--- config.mk ---
export PLATFORM = sky130hd
export DESIGN_NAME = pcc_command_ctrl
export DESIGN_NICKNAME = d
export VERILOG_FILES = /design/src/shared/pcc_pkg.sv /design/src/hdl/pcc_command_ctrl.sv /design/src/hdl/pcc_parity_gen.sv
export SDC_FILE = /design/constraint.sdc
export NUM_CORES = 1
export LEC_CHECK = 0
export ABC_CLOCK_PERIOD_IN_PS = 1050
export BUFFER_PORTS_ARGS = -buffer_cell sky130_fd_sc_hd__buf_2
export CELL_PAD_IN_SITES_DETAIL_PLACEMENT = 1
export CELL_PAD_IN_SITES_GLOBAL_PLACEMENT = 2
export CORE_MARGIN = 3
export CORE_UTILIZATION = 20
export DETAILED_ROUTE_END_ITERATION = 10
export PLACE_DENSITY = 0.78
export SLEW_MARGIN = 20
export SYNTH_ARGS = -nofsm -noshare
export SYNTH_HDL_FRONTEND = slang
export SYNTH_SLANG_ARGS = --single-unit
--- constraint.sdc ---
create_clock -name clock -period 1.05 [get_ports clock]
set_input_delay 0.21 -clock clock [delete_from_list [all_inputs] [get_ports clock]]
set_output_delay 0.21 -clock clock [all_outputs]
set_load 0.02 [all_outputs]
--- src/shared/pcc_pkg.sv ---
// Constants and types shared by the command register control block
package pcc_pkg;

   // Configuration space layout
   localparam logic [7:0] PCC_CMD_OFFSET = 8'h04;
   localparam int PCC_CMD_W = 16;
   localparam int PCC_STATUS_LSB = 16;

   // Command register reset value and writable bits
   localparam logic [15:0] PCC_CMD_RESET = 16'h0000;
   localparam logic [15:0] PCC_CMD_WR_MASK = 16'hff57;

   // Command register field positions
   localparam int PCC_IO_SPACE_BIT = 0;
   localparam int PCC_MEM_SPACE_BIT = 1;
   localparam int PCC_BUS_MASTER_BIT = 2;
   localparam int PCC_SPECIAL_MON_BIT = 3;
   localparam int PCC_WR_INVAL_BIT = 4;
   localparam int PCC_PALETTE_BIT = 5;
   localparam int PCC_PAR_RESP_BIT = 6;
   localparam int PCC_STEPPING_BIT = 7;
   localparam int PCC_SYS_ERR_BIT = 8;
   localparam int PCC_FAST_B2B_BIT = 9;

   // Status half of the dword: detected parity error position
   localparam int PCC_DPE_BIT = 15;
   localparam logic PCC_DPE_RESET = 1'b0;

   // Cycles from a detected error to the PERR# or SERR# driver
   localparam int PCC_ERR_LATENCY = 1;

   // Address space of a target access offered for claiming
   typedef enum logic [3:0] {
      PCC_SPACE_CFG = 4'h1,
      PCC_SPACE_MEM = 4'h2,
      PCC_SPACE_IO = 4'h4,
      PCC_SPACE_SPECIAL = 4'h8
   } pcc_space_t;

endpackage

--- src/hdl/pcc_command_ctrl.sv ---
// Command register and the gating it applies to target, master and parity
`timescale 1ns/100ps

// Behaviour
// - All-zero command register: only configuration accesses are claimed.
// - Command register is 16 bits and clears to zero on reset.
// - Bit 9: fast back-to-back to other targets only when set.
// - Bit 8 gates the SERR# driver.
// - Address parity errors reach SERR# only with bits 8 and 6 set.
// - Bit 7 stepping control is read-only zero.
// - Bit 6 set: data parity error asserts PERR#.
// - Bit 6 clear: error sets status bit 15, PERR# stays off.
// - PAR is always generated for driven cycles.
// - Bit 5 palette snoop is read-only zero.
// - Bits 4, 2, 1, 0 writable, bit 3 read-only, fixed positions.
// - Bus master bit clear: no transaction is initiated.
// - Memory accesses claimed only while memory space bit is set.
// - Special cycle monitor zero: special cycles are ignored.
module pcc_command_ctrl
   import pcc_pkg::*;
#(
   parameter int DATA_W = 32
) (
   input wire logic clock,
   input wire logic arst_n,
   input wire logic cfg_wr,
   input wire logic cfg_rd,
   input wire logic [7:0] cfg_addr,
   input wire logic [DATA_W/8-1:0] cfg_be,
   input wire logic [DATA_W-1:0] cfg_wdata,
   output logic [DATA_W-1:0] cfg_rdata,
   output logic cfg_rack,
   input wire logic tgt_req,
   input wire pcc_space_t tgt_space,
   output logic tgt_claim,
   input wire logic mst_req,
   input wire logic mst_same_target,
   output logic mst_grant_req,
   output logic mst_fast_b2b_ok,
   output logic mst_mwi_ok,
   input wire logic addr_perr_det,
   input wire logic data_perr_det,
   output logic perr_n_o,
   output logic perr_oe,
   output logic serr_n_o,
   output logic serr_oe,
   input wire logic [DATA_W-1:0] drv_ad,
   input wire logic [DATA_W/8-1:0] drv_cbe,
   input wire logic drv_en,
   output logic par_o,
   output logic par_oe,
   output logic [PCC_CMD_W-1:0] cmd_value,
   output logic dpe_flag
);

   logic [PCC_CMD_W-1:0] cmd_reg;
   logic [PCC_CMD_W-1:0] cmd_next;
   logic dpe_reg;
   logic perr_reg;
   logic serr_reg;
   logic [DATA_W-1:0] rdata_reg;
   logic rack_reg;
   logic cmd_hit;
   logic dpe_clear;
   logic io_en;
   logic mem_en;
   logic bm_en;
   logic mon_en;
   logic mwi_en;
   logic per_en;
   logic serr_en;
   logic fbb_en;

   initial begin
      if (DATA_W != 32) begin
         $error("pcc_command_ctrl: configuration data must be 32 bits");
      end
   end

   assign cmd_hit = (cfg_addr == PCC_CMD_OFFSET);

   assign io_en = cmd_reg[PCC_IO_SPACE_BIT];
   assign mem_en = cmd_reg[PCC_MEM_SPACE_BIT];
   assign bm_en = cmd_reg[PCC_BUS_MASTER_BIT];
   assign mon_en = cmd_reg[PCC_SPECIAL_MON_BIT];
   assign mwi_en = cmd_reg[PCC_WR_INVAL_BIT];
   assign per_en = cmd_reg[PCC_PAR_RESP_BIT];
   assign serr_en = cmd_reg[PCC_SYS_ERR_BIT];
   assign fbb_en = cmd_reg[PCC_FAST_B2B_BIT];

   // Byte-lane merge; read-only bits never take a written value
   always_comb begin
      cmd_next = cmd_reg;
      if (cfg_wr && cmd_hit) begin
         if (cfg_be[0]) begin
            cmd_next[7:0] = (cfg_wdata[7:0] & PCC_CMD_WR_MASK[7:0])
                          | (cmd_reg[7:0] & ~PCC_CMD_WR_MASK[7:0]);
         end
         if (cfg_be[1]) begin
            cmd_next[15:8] = (cfg_wdata[15:8] & PCC_CMD_WR_MASK[15:8])
                           | (cmd_reg[15:8] & ~PCC_CMD_WR_MASK[15:8]);
         end
      end
   end

   // Reserved bits 15:10 are kept as storage; software should write zero
   always_ff @(posedge clock or negedge arst_n) begin
      if (!arst_n) begin
         cmd_reg <= PCC_CMD_RESET;
      end else begin
         cmd_reg <= cmd_next;
      end
   end

   assign cmd_value = cmd_reg;

   // Status write-one-to-clear on bit 15 of the upper half
   assign dpe_clear = cfg_wr && cmd_hit && cfg_be[3]
                      && cfg_wdata[PCC_STATUS_LSB + PCC_DPE_BIT];

   // A detection in the clearing cycle wins, so no error is lost
   always_ff @(posedge clock or negedge arst_n) begin
      if (!arst_n) begin
         dpe_reg <= PCC_DPE_RESET;
      end else if (addr_perr_det || data_perr_det) begin
         dpe_reg <= 1'b1;
      end else if (dpe_clear) begin
         dpe_reg <= 1'b0;
      end
   end

   assign dpe_flag = dpe_reg;

   // Configuration reads answer one clock after the strobe
   always_ff @(posedge clock or negedge arst_n) begin
      if (!arst_n) begin
         rdata_reg <= '0;
      end else if (cfg_rd) begin
         if (cmd_hit) begin
            rdata_reg <= {dpe_reg, 15'h0000, cmd_reg};
         end else begin
            rdata_reg <= '0;
         end
      end
   end

   always_ff @(posedge clock or negedge arst_n) begin
      if (!arst_n) begin
         rack_reg <= 1'b0;
      end else begin
         rack_reg <= cfg_rd || cfg_wr;
      end
   end

   assign cfg_rdata = rdata_reg;
   assign cfg_rack = rack_reg;

   // Target decode: configuration is always claimed, whatever the register
   always_comb begin
      tgt_claim = 1'b0;
      if (tgt_req) begin
         case (tgt_space)
            PCC_SPACE_CFG: tgt_claim = 1'b1;
            PCC_SPACE_MEM: tgt_claim = mem_en;
            PCC_SPACE_IO: tgt_claim = io_en;
            PCC_SPACE_SPECIAL: tgt_claim = mon_en;
            default: tgt_claim = 1'b0;
         endcase
      end
   end

   // Master side gating
   assign mst_grant_req = mst_req && bm_en;
   assign mst_fast_b2b_ok = mst_same_target || fbb_en;
   assign mst_mwi_ok = mwi_en;

   // PERR# only with parity response enabled
   always_ff @(posedge clock or negedge arst_n) begin
      if (!arst_n) begin
         perr_reg <= 1'b0;
      end else begin
         perr_reg <= data_perr_det && per_en;
      end
   end

   // SERR# needs both enables; driver stays off otherwise
   always_ff @(posedge clock or negedge arst_n) begin
      if (!arst_n) begin
         serr_reg <= 1'b0;
      end else begin
         serr_reg <= addr_perr_det && per_en && serr_en;
      end
   end

   // Open-drain style: drive low while enabled, release otherwise
   assign perr_n_o = 1'b0;
   assign perr_oe = perr_reg;
   assign serr_n_o = 1'b0;
   assign serr_oe = serr_reg;

   pcc_parity_gen #(
      .DATA_W(DATA_W),
      .CBE_W(DATA_W / 8)
   ) u_parity (
      .clock(clock),
      .arst_n(arst_n),
      .drv_ad(drv_ad),
      .drv_cbe(drv_cbe),
      .drv_en(drv_en),
      .par_o(par_o),
      .par_oe(par_oe)
   );

   logic seen_edge_reg;

   always_ff @(posedge clock or negedge arst_n) begin
      if (!arst_n) begin
         seen_edge_reg <= 1'b0;
      end else begin
         seen_edge_reg <= 1'b1;
      end
   end
endmodule

--- src/hdl/pcc_parity_gen.sv ---
// Even parity generator for the driven address/data and command/enables
`timescale 1ns/100ps
module pcc_parity_gen
   import pcc_pkg::*;
#(
   parameter int DATA_W = 32,
   parameter int CBE_W = 4
) (
   input wire logic clock,
   input wire logic arst_n,
   input wire logic [DATA_W-1:0] drv_ad,
   input wire logic [CBE_W-1:0] drv_cbe,
   input wire logic drv_en,
   output logic par_o,
   output logic par_oe
);

   logic par_reg;
   logic par_oe_reg;

   initial begin
      if (DATA_W < 8 || DATA_W % 8 != 0 || CBE_W != DATA_W / 8) begin
         $error("pcc_parity_gen: unsupported bus widths");
      end
   end

   // Parity lags its data by one clock; generated whatever the checking mode
   always_ff @(posedge clock or negedge arst_n) begin
      if (!arst_n) begin
         par_reg <= 1'b0;
      end else begin
         par_reg <= ^{drv_ad, drv_cbe};
      end
   end

   always_ff @(posedge clock or negedge arst_n) begin
      if (!arst_n) begin
         par_oe_reg <= 1'b0;
      end else begin
         par_oe_reg <= drv_en;
      end
   end

   assign par_o = par_reg;
   assign par_oe = par_oe_reg;
endmodule

==> flow_summary.yaml <==
routing:
  drt.antenna.violating_nets: 0
  wirelength_mm: 6.05
  detail_route.drc_violations: 0
  via_count: 1695
  drt_first_pass_iters: 4
  detail_route.vias_per_cell: 3.95
  routed_wire_length_per_instance_um: 14.1
  detailedRoute.firstIterationViolations: 43
placed_design:
  gp_congestion: 0.731
  post-dp-hpwl_mm: 4.23
  place.port_buffers: 114
pwr:
  clock_power_share: 0.302
  powerDensity_nw_per_um2: 991
  seq_power_share: 0.414
  combinationalPowerShare: 0.284
  total_leakage_power_nw: 1.78
  p_total_mw: 3.31
  netSwitchingPower_uw: 917
  power.share.switching: 0.277
  vdd_drop_max_mv: 0.462
  internal_power_mw: 2.39
worst_setup_path:
  regToRegSetupSlack_ps: 40
  path_delay_family: "flip-flops"
  cp_num_buf_inv: 1
  end_kind: "primary output"
  rr_endpoint: "cmd_value[9]"
  crit_path_start_kind: "register"
  critical_path.cell_chain: "nand3b_1 -> a21oi_2 -> a31oi_1 -> nor3b_2 -> buf_4"
  reg2reg_from: "cmd_value[9]"
  critPathSlowestCell: "dfrtp_1"
  timing.setup.critical_path_class: "register to primary output"
  worst_path_largest_cell_delay_ps: 360
  cp_data_arrival_time_ps: 1260
  worst-endpoint-required_ps: 840
  biggest_fanout_along_the_worst_timing_path: 2
  timing.reg2reg.worst_path_depth: 3
floorplanning:
  die-width_um: 101
  initial_core_util: 0.206
  rows: 34
  fp.dieArea_sq_um: 10200
  design.portCount: 154
  die_height_um: 101
  core_area_sq_um: 8760
sta:
  max_freq_ghz: 0.682
  setup_viol: 41
  rsz0062_at_grt: "true"
  final_min_period_over_clock_period: 1.40
  slew_viol_final: 0
  worst_clock_skew_ps: 4.38
  period_needed_ps: 1470
  setup_total_negative_slack_ps: -6420
  setup_ws_ps: -417
  report.final.hold_viol_count: 0
worst_hold_path:
  timing.hold.worst.start: "drv_en"
  hold-path-endpoint: "u_parity.par_oe"
  min-delay-path-class: "input port to register"
  whs_path_depth: 1
global_route:
  antenna_violations_before_repair: 0
  first_global_vias: 1729
  grt_use_total: 0.108
  grt_overflow: 0
  pin_count_of_the_biggest_net_entering_global_routing: 35
  grt_first_pass_wirelength_mm: 8.51
synthesis:
  synth-seq-area-share: 0.471
  postSynthRegisterBits: 34
  post_synth_instance_area_sq_um: 1810
  ys.warnings.count: 0
  post_synth_inst_count: 171
  synth_area_per_cell_sq_um: 10.6
  synth_cell_type_count: 27
cells_and_area:
  final_net_count: 414
  synthToLayoutAreaGrowth_pct: 84.7
  largest_reg_flops: 15
  drive_gt1_frac: 0.657
  num_antenna_cells: 0
clock_tree:
  cts.path.max_buffers: 2
  clock_sink_count: 34
  clock_insertion_delay_worst_skew_ps: 280
  htree_levels: 2
  clkTransAtPathRegs_ps: 70
  clock_tree_from_tritoncts: "yes"
  numCtsBuffers: 5
  clk_root_buffer_cell: "clkbuf_8"
run_status:
  run_status: "finished, violations left"
  violated_checks: "negative setup slack"
flow_run:
  max_cap_violations: 0
==> how the worst max path moves through the flow <==
stage                 startpoint            end  slack (ps)  depth (start not counted)
CTS                 cmd_value[0]      tgt_claim        -440                          5
global placement     cfg_addr[6]   cmd_value[9]        -570                          6
global route        cmd_value[0]      tgt_claim        -500                          5
floorplan            cfg_addr[6]  cmd_value[10]        -350                          5
finish              cmd_value[0]      tgt_claim        -420                          5
detailed placement   cfg_addr[6]  cmd_value[15]        -640                          6
==> stage by stage <==
| stage | hold slack [ps] | setup WS (ps) | cell area, sq um | util | std cells |
|---|---|---|---|---|---|
| 2_1_floorplan | -85.6 | -347 | 1950 | - | 190 |
| 3_3_place_gp | 185 | -568 | 2560 | 0.292 | 394 |
| 3_5_place_dp | 187 | -644 | 2560 | 0.292 | 394 |
| 4_1_cts | 28.2 | -439 | 3010 | 0.343 | 421 |
| 5_1_grt | 34.5 | -496 | 3340 | 0.381 | 429 |
| 6_report | 38.4 | -417 | 3340 | 0.381 | 429 |
==> Yosys cell counts <==
cell type / n / area (sq um)
o21ai_0: 14 / 70.1
nand3b_1: 1 / 7.51
and2_1: 2 / 12.5
nand2_1: 14 / 52.6
nor3b_1: 1 / 7.51
mux2_2: 13 / 146
xor2_1: 4 / 35.0
nand2b_1: 1 / 6.26
xnor3_1: 1 / 22.5
nor2_1: 2 / 7.51
nand4_1: 1 / 6.26
a211o_1: 1 / 8.76
or2_2: 2 / 12.5
a21oi_1: 1 / 5.00
and3_1: 3 / 18.8
conb_1: 1 / 3.75
nor2b_1: 1 / 6.26
buf_2: 3 / 15.0
clkbuf_1: 1 / 3.75
buf_4: 23 / 173
and4b_1: 1 / 10.0
dfrtp_1: 34 / 851
nor4_1: 1 / 6.26
inv_1: 14 / 52.6
a31oi_1: 1 / 6.26
and2_0: 1 / 6.26
xnor2_1: 29 / 254
==> layout make-up <==
class	instances	area [sq um]
fill	1006	5430
timing repair buffer	150	1160
multi-input combinational	115	1050
sequential	34	852
tap	108	135
clock buffer	7	86.3
inverter	14	52.6
clock inverter	1	5.00
==> cells in the final DEF (no fill, tap or decap), types with 6 or more instances in the layout <==
master	synthesis	routed
buf_2	3	73
buf_6	0	41
dfrtp_1	34	33
buf_4	23	31
xnor2_1	29	22
conb_1	1	20
inv_1	14	14
mux2_4	0	13
nand2_4	0	9
o21ai_2	0	9
xnor2_2	0	7
clkbuf_8	0	6
==> worst register-to-register path, delay by kind of cell (launching register included) <==
family	cells	cell delay (ps)
flip-flops	1	390
buffers and inverters	2	250
multiplexers	1	260
==> timing repair <==
item | 4_1_cts | 5_1_grt
hold buffers | 1 | 0
pin swaps | 8 | 27
resized for setup | 69 | 77
endpoints found under the hold margin | 34 | 0
buffers inserted | 18 | 12
cloned | 1 | 0
endpoints found under the setup margin | 53 | 64
==> kinds of logic (layout without fill, tap and decap cells) <==
kind of cell / Yosys count / after routing / share of synthesized area
AOI/OAI and AO/OA: 17 / 17 / 0.0499
xor gates and xnor gates: 34 / 34 / 0.172
buffers and inverters: 41 / 172 / 0.135
DFF: 34 / 34 / 0.471
muxes: 13 / 13 / 0.0810
other: 1 / 20 / 0.00208
and+or+nand+nor: 31 / 31 / 0.0887
==> layer usage <==
| layer | global-route usage | routed length [um] | vias to the layer above |
|---|---|---|---|
| met5 | 0 | 0 | - |
| met3 | 0.0194 | 397 | 6 |
| met1 | 0.121 | 2060 | 818 |
| met4 | 0.0327 | 90 | 0 |
| li1 | - | - | 795 |
| met2 | 0.204 | 3500 | 76 |
==> power groups by stage <==
stage / clock [mW] / combinational [mW] / sequential [mW]
3_5_place_dp: 0 / 0.817 / 1.40
5_1_grt: 1.09 / 1.03 / 1.37
2_1_floorplan: 0 / 0.530 / 1.44
4_1_cts: 1.02 / 0.888 / 1.37
6_report: 0.999 / 0.938 / 1.37
3_3_place_gp: 0 / 0.803 / 1.39
Power figures use the tool's default switching activity.
